`src/ecl_pkg.sv`:
```
// ecl_pkg: shared constants for the event counter with wrap flag
// assumes: included before ecl_counter_core and ecl_event_counter
package ecl_pkg;
  localparam int unsigned       CNT_WIDTH     = 24;
  localparam logic [23:0]       CNT_MAX       = 24'hffffff;
  localparam logic [23:0]       CNT_ZERO      = 24'h000000;
  localparam logic [23:0]       CNT_ONE       = 24'h000001;
  localparam logic [2:0]        RST_CMD_CODE  = 3'h2;
  localparam logic              WRAP_RESET    = 1'h0;
  localparam int unsigned       SYNC_STAGES   = 2;
endpackage : ecl_pkg

```
`src/ecl_counter_core.sv`:
```
// ecl_counter_core: 24-bit wrapping up-counter with wrap toggle
// assumes: advance and clear are single-cycle, clear takes priority
`timescale 1ns/100ps
`default_nettype none
module ecl_counter_core
  import ecl_pkg::*;
#(
  parameter int unsigned WIDTH = CNT_WIDTH
)(
  input  wire logic             mclk,
  input  wire logic             srst,
  input  wire logic             clk_en,
  input  wire logic             clear,
  input  wire logic             advance,
  output logic [WIDTH-1:0]      count,
  output logic                  wrap_flag
);

  typedef struct packed {
    logic [WIDTH-1:0] count;
    logic             wrap;
  } ecl_core_t;

  ecl_core_t state;
  ecl_core_t next_state;

  always_comb
  begin
    next_state = state;
    if (clear)
    begin
      next_state.count = '0;
      next_state.wrap  = WRAP_RESET;
    end
    else if (advance)
    begin
      next_state.count = state.count + 1'b1;
      if (&state.count)
        next_state.wrap = ~state.wrap;
    end
  end

  always_ff @(posedge mclk)
  begin
    if (srst)
      state <= '0;
    else if (clk_en)
      state <= next_state;
  end

  assign count     = state.count;
  assign wrap_flag = state.wrap;

  wrap_toggle_a: assert property (@(posedge mclk) disable iff (srst)
    clk_en && !clear && advance && (&count) |=> (count == '0)
      && (wrap_flag != $past(wrap_flag)))
    else $error("wrap flag did not toggle on rollover");

  clear_prio_a: assert property (@(posedge mclk) disable iff (srst)
    clk_en && clear |=> count == '0 && !wrap_flag)
    else $error("clear did not zero the counter");

  step_one_a: assert property (@(posedge mclk) disable iff (srst)
    clk_en && !clear && advance |=> count == $past(count) + 1'b1)
    else $error("counter did not step by one");

endmodule : ecl_counter_core
`default_nettype wire

```
`src/ecl_event_counter.sv`:
```
// ecl_event_counter: event counter gated by serial-bus transactions
// assumes: bus start/stop detection and reset command strobe come from
// the serial framing logic outside; all inputs synchronous except
// count_input, which is synchronised here.
//
// What this block does
// - count each rising edge of count_input outside reset and transactions
// - counter is 24-bit unsigned, zero through all ones
// - an edge at all ones rolls the counter to zero
// - reset pin low or valid reset command clears the counter
// - during a transaction edges are ignored and the count holds
// - transaction window runs from start recognition to stop recognition
// - low at start and high at stop gives one catch-up count
// - first rollover after reset drives wrap_flag high
// - reset pin or reset command forces wrap_flag low
// - wrap_flag inverts on every rollover
// - count presented read-only as three bytes
// - counter held reset while reset pin low, counts once high
// - reset command only when low three free bits equal 010
// - wrap_flag low from power-on
`timescale 1ns/100ps
`default_nettype none
module ecl_event_counter
  import ecl_pkg::*;
#(
  parameter int unsigned WIDTH = CNT_WIDTH
)(
  input  wire logic             mclk,
  input  wire logic             srst,
  input  wire logic             clk_en,
  input  wire logic             count_input,
  input  wire logic             reset_n,
  input  wire logic             bus_start,
  input  wire logic             bus_stop,
  input  wire logic             free_wr,
  input  wire logic [2:0]       free_wr_low,
  output logic [WIDTH-1:0]      count_value,
  output logic                  wrap_flag
);

  // ----------------------------------------------------------------
  // state
  // ----------------------------------------------------------------
  typedef struct packed {
    logic [SYNC_STAGES-1:0] sync;
    logic                   prev;
    logic                   in_txn;
    logic                   low_at_start;
  } ecl_state_t;

  ecl_state_t state;
  ecl_state_t next_state;
  logic       clear;
  logic       advance;
  logic       cin_s;
  logic       edge_seen;
  logic       catch_up;
  logic       cmd_hit;

  assign cin_s     = state.sync[SYNC_STAGES-1];
  assign edge_seen = cin_s && !state.prev;

  assign cmd_hit = free_wr && (free_wr_low == RST_CMD_CODE);

  assign clear = !reset_n || cmd_hit;

  assign catch_up = state.in_txn && bus_stop && state.low_at_start
                    && cin_s;

  assign advance = (edge_seen && !state.in_txn && !bus_start) || catch_up;

  // ----------------------------------------------------------------
  // next state
  // ----------------------------------------------------------------
  always_comb
  begin
    next_state      = state;
    next_state.sync = {state.sync[SYNC_STAGES-2:0], count_input};
    next_state.prev = cin_s;
    if (bus_start)
    begin
      next_state.in_txn       = 1'b1;
      next_state.low_at_start = !cin_s;
    end
    else if (bus_stop)
    begin
      next_state.in_txn       = 1'b0;
      next_state.low_at_start = 1'b0;
    end
  end

  always_ff @(posedge mclk)
  begin
    if (srst)
      state <= '0;
    else if (clk_en)
      state <= next_state;
  end

  // ----------------------------------------------------------------
  // counter
  // ----------------------------------------------------------------
  // count exposed read-only; wrap low from reset
  ecl_counter_core #(
    .WIDTH     (WIDTH)
  ) u_core (
    .mclk      (mclk),
    .srst      (srst),
    .clk_en    (clk_en),
    .clear     (clear),
    .advance   (advance),
    .count     (count_value),
    .wrap_flag (wrap_flag)
  );

  // ----------------------------------------------------------------
  // checks
  // ----------------------------------------------------------------
  // hold during window
  txn_hold_a: assert property (@(posedge mclk) disable iff (srst)
    clk_en && state.in_txn && !bus_stop && reset_n && !cmd_hit
      |=> $stable(count_value))
    else $error("count moved inside a transaction");

  pin_reset_a: assert property (@(posedge mclk) disable iff (srst)
    clk_en && !reset_n |=> count_value == '0 && !wrap_flag)
    else $error("count not cleared by reset pin");

  cmd_clear_a: assert property (@(posedge mclk) disable iff (srst)
    clk_en && cmd_hit |=> count_value == '0)
    else $error("reset command did not clear");

  catch_up_a: assert property (@(posedge mclk) disable iff (srst)
    clk_en && catch_up && reset_n && !cmd_hit
      |=> count_value == $past(count_value) + 1'b1)
    else $error("missing catch-up count");

  wrap_init_a: assert property (@(posedge mclk)
    srst |=> !wrap_flag)
    else $error("wrap flag high after reset");

  // ----------------------------------------------------------------
  // window, edge, wrap and command checks
  // ----------------------------------------------------------------
  // edge counts once
  edge_step_a: assert property (@(posedge mclk) disable iff (srst)
    clk_en && edge_seen && !state.in_txn && !bus_start && reset_n
      && !cmd_hit |=> count_value == $past(count_value) + 1'b1)
    else $error("rising edge did not advance the count");

  start_edge_a: assert property (@(posedge mclk) disable iff (srst)
    clk_en && bus_start && !state.in_txn && reset_n && !cmd_hit
      |=> $stable(count_value))
    else $error("count moved at transaction start");

  win_open_a: assert property (@(posedge mclk) disable iff (srst)
    clk_en && bus_start |=> state.in_txn)
    else $error("window not opened by start");

  win_close_a: assert property (@(posedge mclk) disable iff (srst)
    clk_en && bus_stop && !bus_start |=> !state.in_txn)
    else $error("window not closed by stop");

  no_catch_a: assert property (@(posedge mclk) disable iff (srst)
    clk_en && state.in_txn && bus_stop && !(state.low_at_start && cin_s)
      && reset_n && !cmd_hit |=> $stable(count_value))
    else $error("unexpected catch-up count");

  start_level_a: assert property (@(posedge mclk) disable iff (srst)
    clk_en && bus_start |=> state.low_at_start == !$past(cin_s))
    else $error("start level not captured");

  sync_in_a: assert property (@(posedge mclk) disable iff (srst)
    clk_en |=> state.sync[0] == $past(count_input))
    else $error("synchroniser missed the pin");

  rise_once_a: assert property (@(posedge mclk) disable iff (srst)
    clk_en && edge_seen |=> !edge_seen)
    else $error("edge seen twice");

  wrap_rise_a: assert property (@(posedge mclk) disable iff (srst)
    clk_en && advance && !clear && (&count_value) && !wrap_flag
      |=> wrap_flag)
    else $error("wrap flag did not rise on rollover");

  wrap_fall_a: assert property (@(posedge mclk) disable iff (srst)
    clk_en && advance && !clear && (&count_value) && wrap_flag
      |=> !wrap_flag)
    else $error("wrap flag did not fall on rollover");

  wrap_still_a: assert property (@(posedge mclk) disable iff (srst)
    clk_en && !clear && !(advance && (&count_value))
      |=> $stable(wrap_flag))
    else $error("wrap flag moved without rollover");

  cmd_wrap_a: assert property (@(posedge mclk) disable iff (srst)
    clk_en && cmd_hit |=> !wrap_flag)
    else $error("reset command left wrap flag high");

  cmd_other_a: assert property (@(posedge mclk) disable iff (srst)
    clk_en && free_wr && free_wr_low != RST_CMD_CODE && reset_n && !advance
      |=> $stable(count_value))
    else $error("non-reset code changed the count");

  clear_edge_a: assert property (@(posedge mclk) disable iff (srst)
    clk_en && !reset_n && edge_seen |=> count_value == '0 && !wrap_flag)
    else $error("count edge beat the reset pin");

endmodule : ecl_event_counter
`default_nettype wire

```
`config.mk`:
```
export PLATFORM = sky130hd
export DESIGN_NAME = ecl_event_counter
export DESIGN_NICKNAME = d
export VERILOG_FILES = /design/src/ecl_pkg.sv /design/src/ecl_counter_core.sv /design/src/ecl_event_counter.sv
export SDC_FILE = /design/constraint.sdc
export NUM_CORES = 1
export LEC_CHECK = 0
export ABC_AREA = 0
export BUFFER_PORTS_ARGS = -buffer_cell sky130_fd_sc_hd__buf_2
export CAP_MARGIN = 40
export CELL_PAD_IN_SITES_DETAIL_PLACEMENT = 1
export CELL_PAD_IN_SITES_GLOBAL_PLACEMENT = 2
export CORE_MARGIN = 2
export CORE_UTILIZATION = 33
export CTS_BUF_LIST = sky130_fd_sc_hd__clkbuf_16
export CTS_CLUSTER_DIAMETER = 80
export DETAILED_ROUTE_END_ITERATION = 10
export GPL_TIMING_DRIVEN = 1
export PLACE_DENSITY_LB_ADDON = 0.1
export REMOVE_ABC_BUFFERS = 1
export SKIP_LAST_GASP = 1
export SLEW_MARGIN = 20
export SYNTH_ARGS = -nofsm -noshare
export SYNTH_HDL_FRONTEND = slang
export SYNTH_SLANG_ARGS = --single-unit
```
`constraint.sdc`:
```
create_clock -name mclk -period 3.5 [get_ports mclk]
set_input_delay 0.175 -clock mclk [delete_from_list [all_inputs] [get_ports mclk]]
set_output_delay 0.175 -clock mclk [all_outputs]
set_load 0.02 [all_outputs]
```
==> key figures <==
Power and ir drop
  • Sequential Power Share: 0.445
  • P_leak: 0.666 nW
  • Net Sw Frac: 0.214
  • Maximum vdd drop: 0.205 mV
  • Power Total: 0.000779 W
  • Switch Pwr: 0.000166 W
  • Pwr/cell area: 427 nW/um^2
  • Power Internal: 0.000613 W
  • Clk pwr share: 0.514
  • Combinational power share: 0.042

Synthesis
  • Largest family of logic cells by synthesized area: simple AND/OR/NAND/NOR gates
  • Cell variety after synth: 34
  • Multiplexer area fraction after synthesis: 0.0136
  • Synth Flop Type: dfxtp_1
  • Ys async rst share: 0
  • Largest area contributor in the netlist: dfxtp_1
  • Synth Area per Inst: 8.68 sq um
  • Synth Instances: 169
  • Adder-Cell Fraction of Synth Area: 0.00853
  • Dominant cells by area after synthesis: dfxtp_1 (41%), xnor2_1 (8.4%), nor2_1 (5.1%), a21oi_1 (4.8%), a211oi_1 (4.6%)
  • Syn. warnings: 0
  • Post-Synth XOR/XNOR Area: 0.0895
  • Seq cells post-synth: 30
  • Synth Area in Simple Gates: 0.241
  • Post-synth EDFFs: 0
  • Synth Cell Area: 1470 sq um
  • Compound-Gate Fraction of Synth Area: 0.201
  • Post-synthesis sequential area ratio: 0.409
  • Count leader, synth: dfxtp_1
  • Post-synth top cells: dfxtp_1 (30), nor2_1 (20), a21oi_1 (14), nand2_1 (14), xnor2_1 (14)
  • Top cell type's share of synthesized area: 0.409

Final layout
  • Synthesis-to-finish area growth: 24.4%
  • Final Non-Filler Cells: 258
  • N_diodes: 0
  • Share of cells above drive strength 1: 0.233
  • Layout Utilization: 0.422
  • Nets: 217

Critical path
  • Reg2reg start: state[1]$_SDFFE_PP0P_
  • FF-to-FF setup slack: 1380 ps
  • CP endpoint kind: register
  • Worst EP arrival: 2330 ps
  • Worst path required time: 3700 ps
  • Crit Reg-Reg Endpoint: u_core.count[19]$_SDFFE_PP0P_
  • Reg2reg path depth: 5
  • Critical Path Start: state[1]$_SDFFE_PP0P_
  • Critical Setup Path Class: reg -> reg
  • Critical path peak fanout: 14
  • CP startpoint kind: register

Worst hold path
  • Hold Startpoint: count_input
  • Hold Crit Class: in -> reg
  • Hold path depth: 3
  • Min-Delay Endpoint: next_state[4]$_SDFFE_PP0P_

Placed design
  • Post-DP HPWL: 2770 microns
  • Input/output buffers: 35
  • Placer Congestion: 0.722
  • Placed instance count: 249

Route
  • DRC Markers: 0
  • Per-cell routed wire length: 14.9 microns
  • Total number of vias: 1367
  • DR iter-0 viols: 44
  • First-pass DRT Iterations: 4
  • Post-route ant nets: 0
  • Post-detailed-route via-to-cell ratio: 5.30
  • Detailed Route WL: 3850 microns

Die
  • Core box area: 4320 sq um
  • Core Rows: 24
  • Initial Utilization: 0.339
  • Die width: 70.7 microns
  • # IOs: 36
  • Die area: 5000 sq um
  • Die height: 70.7 microns

Timing
  • Slew Limit Fails: 0
  • Slew @ Worst Pin: 637 ps
  • Minimum clock period: 2120 ps
  • Fin. Hold Viols: 0
  • # setup viols final: 0
  • Worst hold margin: 145 ps
  • Slew HR: 0.575
  • Post-route clock period utilization: 0.607
  • Worst clock skew: 3.97 ps
  • F_max: 0.471 GHz
  • Setup TNS: 0 ps
  • RSZ-0062 raised after global routing: false

Global route
  • Initial antenna violation count: 0
  • Largest net degree at the start of global routing: 25
  • Vias in the first global route: 1302
  • GRT Resource Usage Total: 0.156
  • First-pass GRT wire length: 6240 microns
  • Grt ovf: 0

CTS
  • Postcts setup bufs: 0
  • CTS Buffer Depth: 2
  • Clock latency on the worst-skew pair: 270 ps
  • CTS clk-pin slew, worst paths: 50 ps
  • TritonCTS Sinks: 30
  • Clock buffer count from CTS: 5
  • # hold bufs at CTS: 0
  • Root Buffer: clkbuf_16
  • Post-cts repair resize count: 0
  • H-tree Lvls: 2
  • CTS tree: yes

Run status
  • Status: complete, no violations

Job
  • Max Cap Viol: 0
-- cells in the final DEF, fill, tap and decap left out, drive strengths merged, types with 2 or more instances in the layout --
| master | count |
|---|---|
| clkinv | 2 |
| nand2 | 14 |
| a21oi | 14 |
| nand3 | 9 |
| nand4 | 5 |
| or3 | 4 |
| o21ai | 4 |
| o31ai | 6 |
| inv | 6 |
| xnor2 | 14 |
| a21o | 3 |
| a2111oi | 3 |
| and3 | 3 |
| mux2i | 2 |
| clkbuf | 5 |
| or4 | 7 |
| buf | 36 |
| a211oi | 9 |
| nor2 | 20 |
| dfxtp | 30 |
| nor3 | 2 |
-- through the flow --
step	setup slack, ps	instance area (sq um)
final	1380	1830
after global routing	1280	1830
after CTS	1360	1810
after detailed placement	1400	1670
after global placement	1460	1670
after floorplan	1510	1430
-- power groups by stage --
stage	Clock (W)	Sequential [W]	Combinational (W)
global placement	0	0.000353	0.0000282
detailed placement	0	0.000354	0.0000298
global route	0.000429	0.000347	0.0000354
CTS	0.000410	0.000347	0.0000299
floorplan	0	0.000353	0.0000155
finish	0.000400	0.000347	0.0000323
-- registers in the layout, summed over array words and instances, names as in the netlist --
register	cells
u_core.wrap_flag	1
state	3
next_state	1
cin_s	1
u_core.count	24
-- area by class of cell --
class                   count  area, sq um
multi-input cells         127          813
repair buffers             36          190
clock inverters             3         12.5
flip-flops and latches     30          601
well taps                  52         65.1
inverters                   5         18.8
clock buffers               5          125
fillers                   522         2500
-- layer usage --
metal  track usage  part of all wire  vias to the layer above  routed length (microns)
met1         0.200              0.47                      650                     1820
met2         0.256              0.49                       29                     1870
li1              -                 -                      686                        -
met5             0                 0                        -                        0
met4        0.0503            0.0036                        0                       14
met3        0.0385             0.037                        2                      142
-- critical path, cell delays in order (launching register included) --
cell	delay [ps]
dfxtp_1	320
or3_1	400
a21bo_2	340
a21o_1	310
or4_1	530
a21oi_1	150
-- logic make-up after synthesis --
kind of cell	Yosys count
AO/OA/AOI/OAI	41
XOR/XNOR	15
adder cells (fa/ha/maj)	1
buffers and inverters	12
flip-flops	30
multiplexers	2
AND/OR/NAND/NOR	68
-- worst max-delay path by stage --
stage / cells after the start / endpoint / slack (ps)
after floorplan: 4 / u_core.count[18]$_SDFFE_PP0P_ / 1510
after global placement: 5 / u_core.count[17]$_SDFFE_PP0P_ / 1460
after detailed placement: 5 / u_core.count[19]$_SDFFE_PP0P_ / 1400
after CTS: 5 / u_core.count[19]$_SDFFE_PP0P_ / 1360
after global routing: 5 / u_core.count[19]$_SDFFE_PP0P_ / 1280
final: 5 / u_core.count[19]$_SDFFE_PP0P_ / 1380
No activity file was read; power rests on OpenSTA's default activity.
